`src/design/clfm_pkg.sv`:
```
// shared constants and types for the converter lane frame mapper
package clfm_pkg;

    // frame geometry
    localparam int SAMP_W = 12;              // every sample slot is 12 bits wide
    localparam int SAMPS = 4;                // sample slots per channel per frame
    localparam int CHANS = 4;                // channels a..d
    localparam int CH_W = SAMP_W * SAMPS;    // 48 bits per channel
    localparam int FRAME_W = CH_W * CHANS;   // 192-bit input frame word
    localparam int NUM_LANES = 8;            // serial lanes lane0..lane7
    localparam int LANE_W = 40;              // five octets, octet 0 in the top byte
    localparam int FIFO_DEPTH = 4;           // frames buffered ahead of the mapper

    // link mode codes on link_mode_select
    localparam logic [3:0] MODE_12B_8B10B = 4'h1;
    localparam logic [3:0] MODE_8B_8B10B = 4'h2;
    localparam logic [3:0] MODE_10B_8B10B = 4'h3;
    localparam logic [3:0] MODE_12B_3LANE = 4'h4;
    localparam logic [3:0] MODE_8B_2OCTET = 4'h5;
    localparam logic [3:0] MODE_12B_66B = 4'h6;
    localparam logic [3:0] MODE_8B_66B = 4'h7;
    localparam logic [3:0] MODE_12B_PAIR = 4'h8;
    localparam logic [3:0] MODE_8B_SPLIT = 4'h9;

    // values after reset
    localparam logic [7:0] LANE_EN_RST = 8'h00;
    localparam logic [2:0] OCTETS_RST = 3'h0;
    localparam logic [LANE_W-1:0] LANE_RST = 40'h00_0000_0000;

    // channel count of the part
    typedef enum logic [1:0] {
        PART_QUAD,
        PART_DUAL,
        PART_SINGLE
    } clfm_part_t;

endpackage

```
`src/design/clfm_mapper.sv`:
```
// frame fifo and lane frame mapper for the converter's output link
`timescale 1ns/100ps

////////////////////////////////////////////////////////////////////////////////
// frame fifo, flip-flop storage, depth must be a power of two
module clfm_fifo
    import clfm_pkg::*;
#(
    parameter int WIDTH = FRAME_W,
    parameter int DEPTH = FIFO_DEPTH
) (
    input wire logic mclk,
    input wire logic rst,
    input wire logic s_valid,
    output logic s_ready,
    input wire logic [WIDTH-1:0] s_data,
    output logic m_valid,
    input wire logic m_ready,
    output logic [WIDTH-1:0] m_data
);
    localparam int AW = $clog2(DEPTH);

    logic [WIDTH-1:0] mem_q [DEPTH];  // storage, no reset needed
    logic [AW-1:0] wr_q;              // write index
    logic [AW-1:0] rd_q;              // read index
    logic [AW:0] cnt_q;               // words held
    logic [AW:0] cnt_d;
    logic rdy_q;                      // registered not-full
    wire push = s_valid & rdy_q;
    wire pop = m_valid & m_ready;

    // ready is registered so the source sees a clean flop
    assign s_ready = rdy_q;
    assign m_valid = (cnt_q != '0);
    assign m_data = mem_q[rd_q];
    assign cnt_d = cnt_q + (AW+1)'(push) - (AW+1)'(pop);

    // pointers and fill level
    always_ff @(posedge mclk) begin
        if (rst) begin
            wr_q <= '0;
            rd_q <= '0;
            cnt_q <= '0;
            rdy_q <= 1'b0;
        end else begin
            if (push) begin
                wr_q <= AW'(wr_q + 1'b1);  // wraps, depth is a power of two
            end
            if (pop) begin
                rd_q <= AW'(rd_q + 1'b1);
            end
            cnt_q <= cnt_d;
            rdy_q <= (cnt_d != (AW+1)'(DEPTH));
        end
    end

    // storage write
    always_ff @(posedge mclk) begin
        if (push) begin
            mem_q[wr_q] <= s_data;
        end
    end
endmodule

////////////////////////////////////////////////////////////////////////////////
// top: buffers frames and packs them into lane octets
module clfm_mapper
    import clfm_pkg::*;
(
    input wire logic mclk,
    input wire logic rst,
    input wire logic [3:0] link_mode_select,
    input wire clfm_part_t part_channels,
    input wire logic in_valid,
    output logic in_ready,
    input wire logic [FRAME_W-1:0] in_frame,
    output logic frame_valid,
    input wire logic frame_ready,
    output logic [LANE_W-1:0] lane0,
    output logic [LANE_W-1:0] lane1,
    output logic [LANE_W-1:0] lane2,
    output logic [LANE_W-1:0] lane3,
    output logic [LANE_W-1:0] lane4,
    output logic [LANE_W-1:0] lane5,
    output logic [LANE_W-1:0] lane6,
    output logic [LANE_W-1:0] lane7,
    output logic [7:0] lane_enable,
    output logic [2:0] octets_per_frame
);

    ////////////////////////////////////////////////////////////////////////////
    // decoding helpers

    // one sample slot of a frame word
    function automatic logic [SAMP_W-1:0] smp(input logic [FRAME_W-1:0] f, input int ch,
                                              input int n);
        return f[ch*CH_W + n*SAMP_W +: SAMP_W];
    endfunction

    // active lane count per mode and part
    function automatic logic [3:0] nlanes(input logic [3:0] m, input clfm_part_t p);
        logic [1:0] k;
        k = (p == PART_QUAD) ? 2'd0 : (p == PART_DUAL) ? 2'd1 : 2'd2;
        case (m)
            MODE_12B_8B10B, MODE_12B_66B: return (k == 0) ? 4'd6 : (k == 1) ? 4'd3 : 4'd2;
            MODE_8B_8B10B, MODE_10B_8B10B, MODE_8B_66B, MODE_12B_PAIR:
                return (k == 0) ? 4'd4 : (k == 1) ? 4'd2 : 4'd1;
            MODE_12B_3LANE: return (k == 0) ? 4'd3 : (k == 1) ? 4'd2 : 4'd1;
            MODE_8B_2OCTET: return (k == 0) ? 4'd2 : 4'd1;
            MODE_8B_SPLIT: return (k == 0) ? 4'd8 : (k == 1) ? 4'd4 : 4'd2;
            default: return 4'd0;  // unsupported mode: every lane powered down
        endcase
    endfunction

    // octets per lane per frame
    function automatic logic [2:0] noct(input logic [3:0] m);
        case (m)
            MODE_12B_8B10B, MODE_12B_66B, MODE_12B_3LANE, MODE_8B_2OCTET: return 3'd2;
            MODE_8B_8B10B, MODE_8B_66B, MODE_8B_SPLIT: return 3'd1;
            MODE_10B_8B10B: return 3'd5;
            MODE_12B_PAIR: return 3'd3;
            default: return 3'd0;
        endcase
    endfunction

    // one lane's frame, left justified so octet 0 leaves first
    function automatic logic [LANE_W-1:0] map_lane(input logic [3:0] m, input clfm_part_t p,
                                                   input logic [FRAME_W-1:0] f, input int ln);
        logic [95:0] s12;   // a0 a1 b0 b1 c0 c1 d0 d1 chained
        logic [47:0] s4;    // a0 b0 c0 d0 chained
        logic [31:0] s8;    // 8-bit a0 b0 c0 d0 chained
        logic [15:0] w16;
        logic [SAMP_W-1:0] x0;
        logic [SAMP_W-1:0] x1;
        logic [SAMP_W-1:0] x2;
        logic [SAMP_W-1:0] x3;
        logic [SAMP_W-1:0] xs;  // mode 9 slot picked by lane number
        int ch;
        ch = ln & 3;
        x0 = smp(f, ch, 0);
        x1 = smp(f, ch, 1);
        x2 = smp(f, ch, 2);
        x3 = smp(f, ch, 3);
        xs = smp(f, ln >> 1, ln & 1);
        s12 = {smp(f, 0, 0), smp(f, 0, 1), smp(f, 1, 0), smp(f, 1, 1),
               smp(f, 2, 0), smp(f, 2, 1), smp(f, 3, 0), smp(f, 3, 1)};
        s4 = {smp(f, 0, 0), smp(f, 1, 0), smp(f, 2, 0), smp(f, 3, 0)};
        s8 = {s4[43:36], s4[31:24], s4[19:12], s4[7:0]};  // low octet of each sample 0
        w16 = 16'h0000;
        case (m)
            // 16 bits per lane cut from the 96-bit chain
            MODE_12B_8B10B, MODE_12B_66B: begin
                if (ln < 6) begin
                    w16 = s12[95 - 16*ln -: 16];
                end
                if (ln == 1 && p == PART_SINGLE) begin
                    w16[7:0] = 8'h00;
                end
                return {w16, 24'h00_0000};
            end
            // one octet, one channel per lane
            MODE_8B_8B10B, MODE_8B_66B: begin
                return {x0[7:0], 32'h0000_0000};
            end
            // four 10-bit samples fill five octets
            MODE_10B_8B10B: begin
                return {x0[9:0], x1[9:0], x2[9:0], x3[9:0]};
            end
            // two 12-bit samples fill three octets
            MODE_12B_PAIR: begin
                return {x0, x1, 16'h0000};
            end
            // sample 0 of each channel chained over three lanes
            MODE_12B_3LANE: begin
                if (ln < 3) begin
                    w16 = s4[47 - 16*ln -: 16];
                end
                if (ln == 0 && p == PART_SINGLE) begin
                    w16[3:0] = 4'h0;
                end
                if (ln == 1 && p == PART_DUAL) begin
                    w16[7:0] = 8'h00;
                end
                return {w16, 24'h00_0000};
            end
            // two 8-bit samples per lane
            MODE_8B_2OCTET: begin
                if (ln < 2) begin
                    w16 = s8[31 - 16*ln -: 16];
                end
                if (ln == 0 && p == PART_SINGLE) begin
                    w16[7:0] = 8'h00;
                end
                return {w16, 24'h00_0000};
            end
            // even sample on the even lane, odd sample on the next
            MODE_8B_SPLIT: begin
                return {xs[7:0], 32'h0000_0000};
            end
            default: return LANE_RST;
        endcase
    endfunction

    ////////////////////////////////////////////////////////////////////////////
    // buffering

    logic fifo_valid;               // a frame waits in the fifo
    logic [FRAME_W-1:0] fifo_data;  // oldest frame
    logic frame_valid_q;            // output frame held for the receiver
    // a stalled receiver stops the pop, so the fifo fills and drops in_ready
    wire take = fifo_valid & (~frame_valid_q | frame_ready);

    clfm_fifo #(
        .WIDTH(FRAME_W),
        .DEPTH(FIFO_DEPTH)
    ) u_fifo (
        .mclk(mclk),
        .rst(rst),
        .s_valid(in_valid),
        .s_ready(in_ready),
        .s_data(in_frame),
        .m_valid(fifo_valid),
        .m_ready(take),
        .m_data(fifo_data)
    );

    ////////////////////////////////////////////////////////////////////////////
    // lane packing

    wire [3:0] lanes_used = nlanes(link_mode_select, part_channels);
    // lowest lanes only; the rest stay low and disabled
    wire [7:0] lane_mask = 8'((9'h001 << lanes_used) - 9'h001);
    wire [LANE_W-1:0] lane_d [NUM_LANES];
    logic [LANE_W-1:0] lane_q [NUM_LANES];
    logic [7:0] lane_enable_q;
    logic [2:0] octets_q;

    // one packer and one output register per lane
    for (genvar g = 0; g < NUM_LANES; g++) begin : g_lane
        assign lane_d[g] = lane_mask[g] ?
            map_lane(link_mode_select, part_channels, fifo_data, g) : LANE_RST;

        // load on every accepted frame, hold while the receiver stalls
        always_ff @(posedge mclk) begin
            if (rst) begin
                lane_q[g] <= LANE_RST;
            end else if (take) begin
                lane_q[g] <= lane_d[g];
            end
        end
    end

    // frame handshake and per-frame lane settings
    always_ff @(posedge mclk) begin
        if (rst) begin
            frame_valid_q <= 1'b0;
            lane_enable_q <= LANE_EN_RST;
            octets_q <= OCTETS_RST;
        end else begin
            if (take) begin
                frame_valid_q <= 1'b1;
                lane_enable_q <= lane_mask;
                octets_q <= noct(link_mode_select);
            end else if (frame_ready) begin
                frame_valid_q <= 1'b0;  // taken by the receiver, nothing new
            end
        end
    end

    assign frame_valid = frame_valid_q;
    assign lane_enable = lane_enable_q;
    assign octets_per_frame = octets_q;
    assign lane0 = lane_q[0];
    assign lane1 = lane_q[1];
    assign lane2 = lane_q[2];
    assign lane3 = lane_q[3];
    assign lane4 = lane_q[4];
    assign lane5 = lane_q[5];
    assign lane6 = lane_q[6];
    assign lane7 = lane_q[7];

endmodule

```
`config.mk`:
```
export PLATFORM = sky130hd
export DESIGN_NAME = clfm_mapper
export DESIGN_NICKNAME = d
export VERILOG_FILES = /design/src/design/clfm_pkg.sv /design/src/design/clfm_mapper.sv
export SDC_FILE = /design/constraint.sdc
export NUM_CORES = 1
export LEC_CHECK = 0
export ABC_AREA = 1
export BUFFER_PORTS_ARGS = -buffer_cell sky130_fd_sc_hd__buf_4
export CAP_MARGIN = 20
export CORE_MARGIN = 5
export CORE_UTILIZATION = 45
export DETAILED_ROUTE_END_ITERATION = 12
export GPL_TIMING_DRIVEN = 0
export PLACE_DENSITY = 0.67
export SYNTH_ARGS = -nofsm -noshare
export SYNTH_HDL_FRONTEND = slang
export SYNTH_HIERARCHICAL = 1
export SYNTH_SLANG_ARGS = --single-unit
```
`constraint.sdc`:
```
create_clock -name mclk -period 14.09 [get_ports mclk]
set_clock_uncertainty 0.15 [all_clocks]
set_input_delay 2.1135 -clock mclk [delete_from_list [all_inputs] [get_ports mclk]]
set_output_delay 2.1135 -clock mclk [all_outputs]
set_load 0.02 [all_outputs]
```
# == Word level (Yosys, flattened, before mapping) ==
# Memories as Yosys holds them, arrays and structs flattened. A register that Yosys moved wholly into a read port is not among the register bits.
# Cells that the tools add are included.
# totals
romBits,48
word_cells,99
mem_bits_rw,1088
ff_bits,17
inputBits,202
output_inout_bits,333
memories,3
# memory_table
name,words,width,rd,rd_ports_with_merged_regs,write_ports,line,text
u_fifo.mem_q,4,192,1,1,1,clfm_mapper.sv:23,logic [WIDTH-1:0] mem_q [DEPTH];
lane_q,8,40,8,0,8,clfm_mapper.sv:234,logic [LANE_W-1:0] lane_q [NUM_LANES];
(name not given),16,3,1,1,0,clfm_mapper.sv:117,case (m)
# classes
shift,1
reduce_logical,8
n_eq_ne,13
bitwise,13
n_addsub,5
n_mux,50
# ops
cell,count
40-bit 2-to-1 mux,16
40-bit one-hot mux with 5 select lines,3
40-bit one-hot mux with 6 select lines,2
40-bit one-hot mux with 4 select lines,2
40-bit one-hot mux with 7 select lines,1
8-bit 2-to-1 mux,3
4-bit one-hot mux with 5 select lines,1
"4-bit by 3-bit equality test with 1-bit output, second input constant",4
2-bit 2-to-1 mux,7
4-bit 2-to-1 mux,3
1-bit 2-to-1 mux,10
1-bit bitwise OR,9
"4-bit by 2-bit equality test with 1-bit output, second input constant",2
"4-bit equality test, second input constant",2
"1-bit by 4-bit left shift with 8-bit output, first input constant",1
"8-bit by 1-bit subtractor with 8-bit output, second input constant",1
3-bit 2-to-1 mux,2
"2-bit by 1-bit adder with 2-bit output, second input constant",2
"2-bit by 1-bit equality test with 1-bit output, second input constant",2
"4-bit by 1-bit equality test with 1-bit output, second input constant",1
2-bit zero test,2
2-bit OR reduction,2
4-bit OR reduction,1
3-bit by 1-bit adder with 3-bit output,1
other kinds (8),10

# == Depth between registers and ports, before layout ==
# depth
depth_word,11
mapped_depth,16
ltp_nobuf,15

# == Cells and area by module ==
# Netlist, hierarchy kept.
# by_module_without_submodules
module,cells_per_inst,n_inst,seq_area_each_um2,area_per_inst_um2
clfm_fifo,1922,1,23262.3,28964.0
clfm_mapper,1317,1,9849.4,14476.4

# == Worst setup path after synthesis ==
# Ideal clock, no wire load.
# synth_timing
kind,input-to-reg
start,in in_valid
end,"mem u_fifo/mem_q[0][0] (netlist name), enable pin"
path_slack_ns,2.933
n_path_buf,0
arrival_time_ns,10.259
path_stages,2
required_time_ns,13.192
setup_ns,0.748
cell_sequence,nand2_1 > nor2_1
# synth_via
elab_chain_len,3
# synth_rtl
element,line,text
from (decl),clfm_mapper.sv:74,"input wire logic in_valid,"
1-bit AND,clfm_mapper.sv:29,wire push = s_valid & rdy_q;
1-bit 2-to-1 mux,clfm_mapper.sv:59,if (push) begin
1-bit 2-to-1 mux (implied by the code),clfm_mapper.sv:60,mem_q[wr_q] <= s_data;
to (decl),clfm_mapper.sv:23,
# No other way between the ends.

==> summary.txt <==
Worst setup path
  • Req. time, crit path: roughly 14 ns
  • Worst setup EP type: flip-flop
  • Arrival time at the worst endpoint: 5.64 ns
  • Setup CP Type: in2reg
  • Critical path startpoint category: input pin
  • Critical Path Fanout Max: 10

Route
  • DR WL met3: 15000 microns
  • Routed wl met2: 63500 microns
  • Initial DRC count: 3864
  • Max Used Layer: met5
  • Post-DRT Antenna Nets: 0
  • Metal-1 WL: ~54000 microns
  • Via Count: between 20000 and 30000
  • Drt total wl: between 100000 and 150000 microns
  • DRC: 0
  • Router iterations before antenna repair: 8
  • Drt wl/cell: 27.1 microns
  • Post-DR vias/cell: 5.67

CTS
  • CTS resizes: 0
  • # H-tree levels: 3
  • Clk slew on worst S/H paths: 0.06 ns
  • Clock Root Buffer: clkbuf_16
  • Clock latency on the worst-skew pair: roughly 0.7 ns
  • Inserted Clock Buffers: ~110
  • CTS Buffer Depth: 3
  • TritonCTS clock tree: built
  • Cts hold-fix bufs: 0
  • CTS Sinks: ~1000
  • Setup Buffers After CTS: 0

Final layout
  • Core Util, Final: 0.562
  • Final std cells w/o fill: about 5000
  • Synth-to-Final Area Change: 23.5%
  • Ratio of cells with drive above 1 in the final layout: 0.215
  • Count of nets after finishing: 4019
  • Filler Cells Inserted: 7455

Synth
  • Total of warnings raised by yosys: 6
  • Mapped Area: between 0.04 and 0.05 sq mm
  • Syn_area_per_cell: ~13 sq um
  • Syn Inst Count: 3095

Status
  • Outcome: finished, final reports clean

Min path
  • Worst Hold Class: reg2reg

Placement
  • Port bufs: 518
  • GP Congestion: 0.995
  • Pre-CTS WS: 8.07 ns
  • Inst Count DP: 4876
  • Post-DP HPWL: 98900 microns

Die
  • I/O pin count: roughly 540
  • Die X: 312 microns
  • FP Rows: 110
  • Core footprint: about 0.090 sq mm
  • Starting Density: 0.455
  • Die Ht: 312 microns
  • Full die area: 0.0976 sq mm

GRT
  • Largest net degree at the start of global routing: 114
  • Total gr overflow: 0
  • First-pass GRT wire length: approximately 190000 microns
  • Vias in the first global route: 27400
  • Antenna violations before repair: 30
  • All-Layer GR Usage: 0.273

Pwr
  • Power per cell area: 202 mW/mm^2
  • Static Leak: 18.4 nW
  • Peak supply drop: 0.000161 V
  • Post-route total power: 10.3 mW

STA
  • Endpoints failing setup: 0
  • Period utilization: 0.386
  • Unrepaired setup endpoints after global routing: no
  • Slew @ Worst Pin: 1.18 ns
  • Fin. max-slew vios: 0
  • Slew headroom: 0.213
  • FMAX: 184 MHz
  • Final setup margin: 8.66 ns
  • Final Hold Vio Count: 0
  • Min cycle time layout: 5.43 ns
  • Total negative slack: 0 ns

Job
  • Total of max-cap violations: 0
flip-flops by register name, summed over array words and instances, names as in the netlist, named ones only:
name              flops
lane_enable           8
u_fifo/mem_q        704
u_fifo/s_ready        1
octets_per_frame      3
lane_q              320
u_fifo/cnt_q          3
u_fifo/wr_q           2
u_fifo/rd_q           2
frame_valid           1
cells in the final DEF, fill, tap and decap left out, types with 5 or more instances in the layout:
master     instances
a311oi_1           8
ha_1               7
buf_16             7
a31oi_1           27
clkbuf_2          10
o21ai_0          281
dfxtp_1           22
inv_1            146
nand3_1           11
buf_2             37
o22ai_1          233
a41oi_1            8
a221oi_1          22
clkinv_1          18
o21ai_1          106
clkbuf_1         123
buf_12            25
a22oi_1            9
clkbuf_16        108
bufinv_16          8
nor2_1           588
edfxtp_1        1024
inv_2             12
a21oi_1           86
a211oi_1           7
diode_2           14
buf_1              8
o221ai_1           9
buf_6             34
conb_1            56
nor2_4            16
clkinv_2          18
buf_4            529
buf_8              5
nand2_1          241
worst paths after layout:
path	from	end	slack, ns	cells past startpoint
min reg2reg	lane_enable[5]	lane_enable[5]	0.30	2
min	lane_enable[5]	lane_enable[5]	0.30	2
max	link_mode_select[2]	lane_q[0][73]	8.66	14
max reg2reg	flip-flop	lane_q[0][115]	10.18	9
where the power goes:
part	switching, mW	total (mW)	internal (mW)
Clock	1.15	2.71	1.56
Sequential	0.188	4.21	4.02
Combinational	2.36	3.35	0.990
critical path: stages:
cell and delay (ns):
buf_4 0.13, inv_2 0.06, nor2_1 0.06, nand2_2 0.22, inv_2 0.18, nor3_4 0.34, inv_2 0.18, nor3_2 0.25
inv_1 0.13, ha_1 0.30, nor2_1 0.35, inv_1 0.16, clkbuf_1 0.40, a31oi_1 0.75
cell type report:
| type | count | area [sq um] | area share |
|---|---|---|---|
| Antenna cell | 14 | 35.0 | 0.000690 |
| Buffer | 200 | 1170 | 0.0230 |
| Clock buffer | 138 | 2840 | 0.0558 |
| Clock inverter | 54 | 490 | 0.00966 |
| Inverter | 160 | 616 | 0.0121 |
| Multi-Input combinational cell | 1744 | 8410 | 0.166 |
| Sequential cell | 1046 | 31200 | 0.614 |
| Tap cell | 1176 | 1470 | 0.0290 |
| Timing Repair Buffer | 550 | 4580 | 0.0901 |
per-stage QoR:
stage | area, sq um | hold slack [ns]
detailed placement | 47400 | 0.291
finish | 50800 | 0.300
global route | 50800 | 0.328
global placement | 46700 | 0.291
CTS | 50800 | 0.303
floorplan | 41300 | 0.301
layer usage:
metal	track usage	up-vias
li1	-	12700
met1	0.368	14100
met2	0.423	1640
met3	0.0739	280
met4	0.112	20
met5	0	-
No activity file was read; power rests on OpenSTA's default activity.
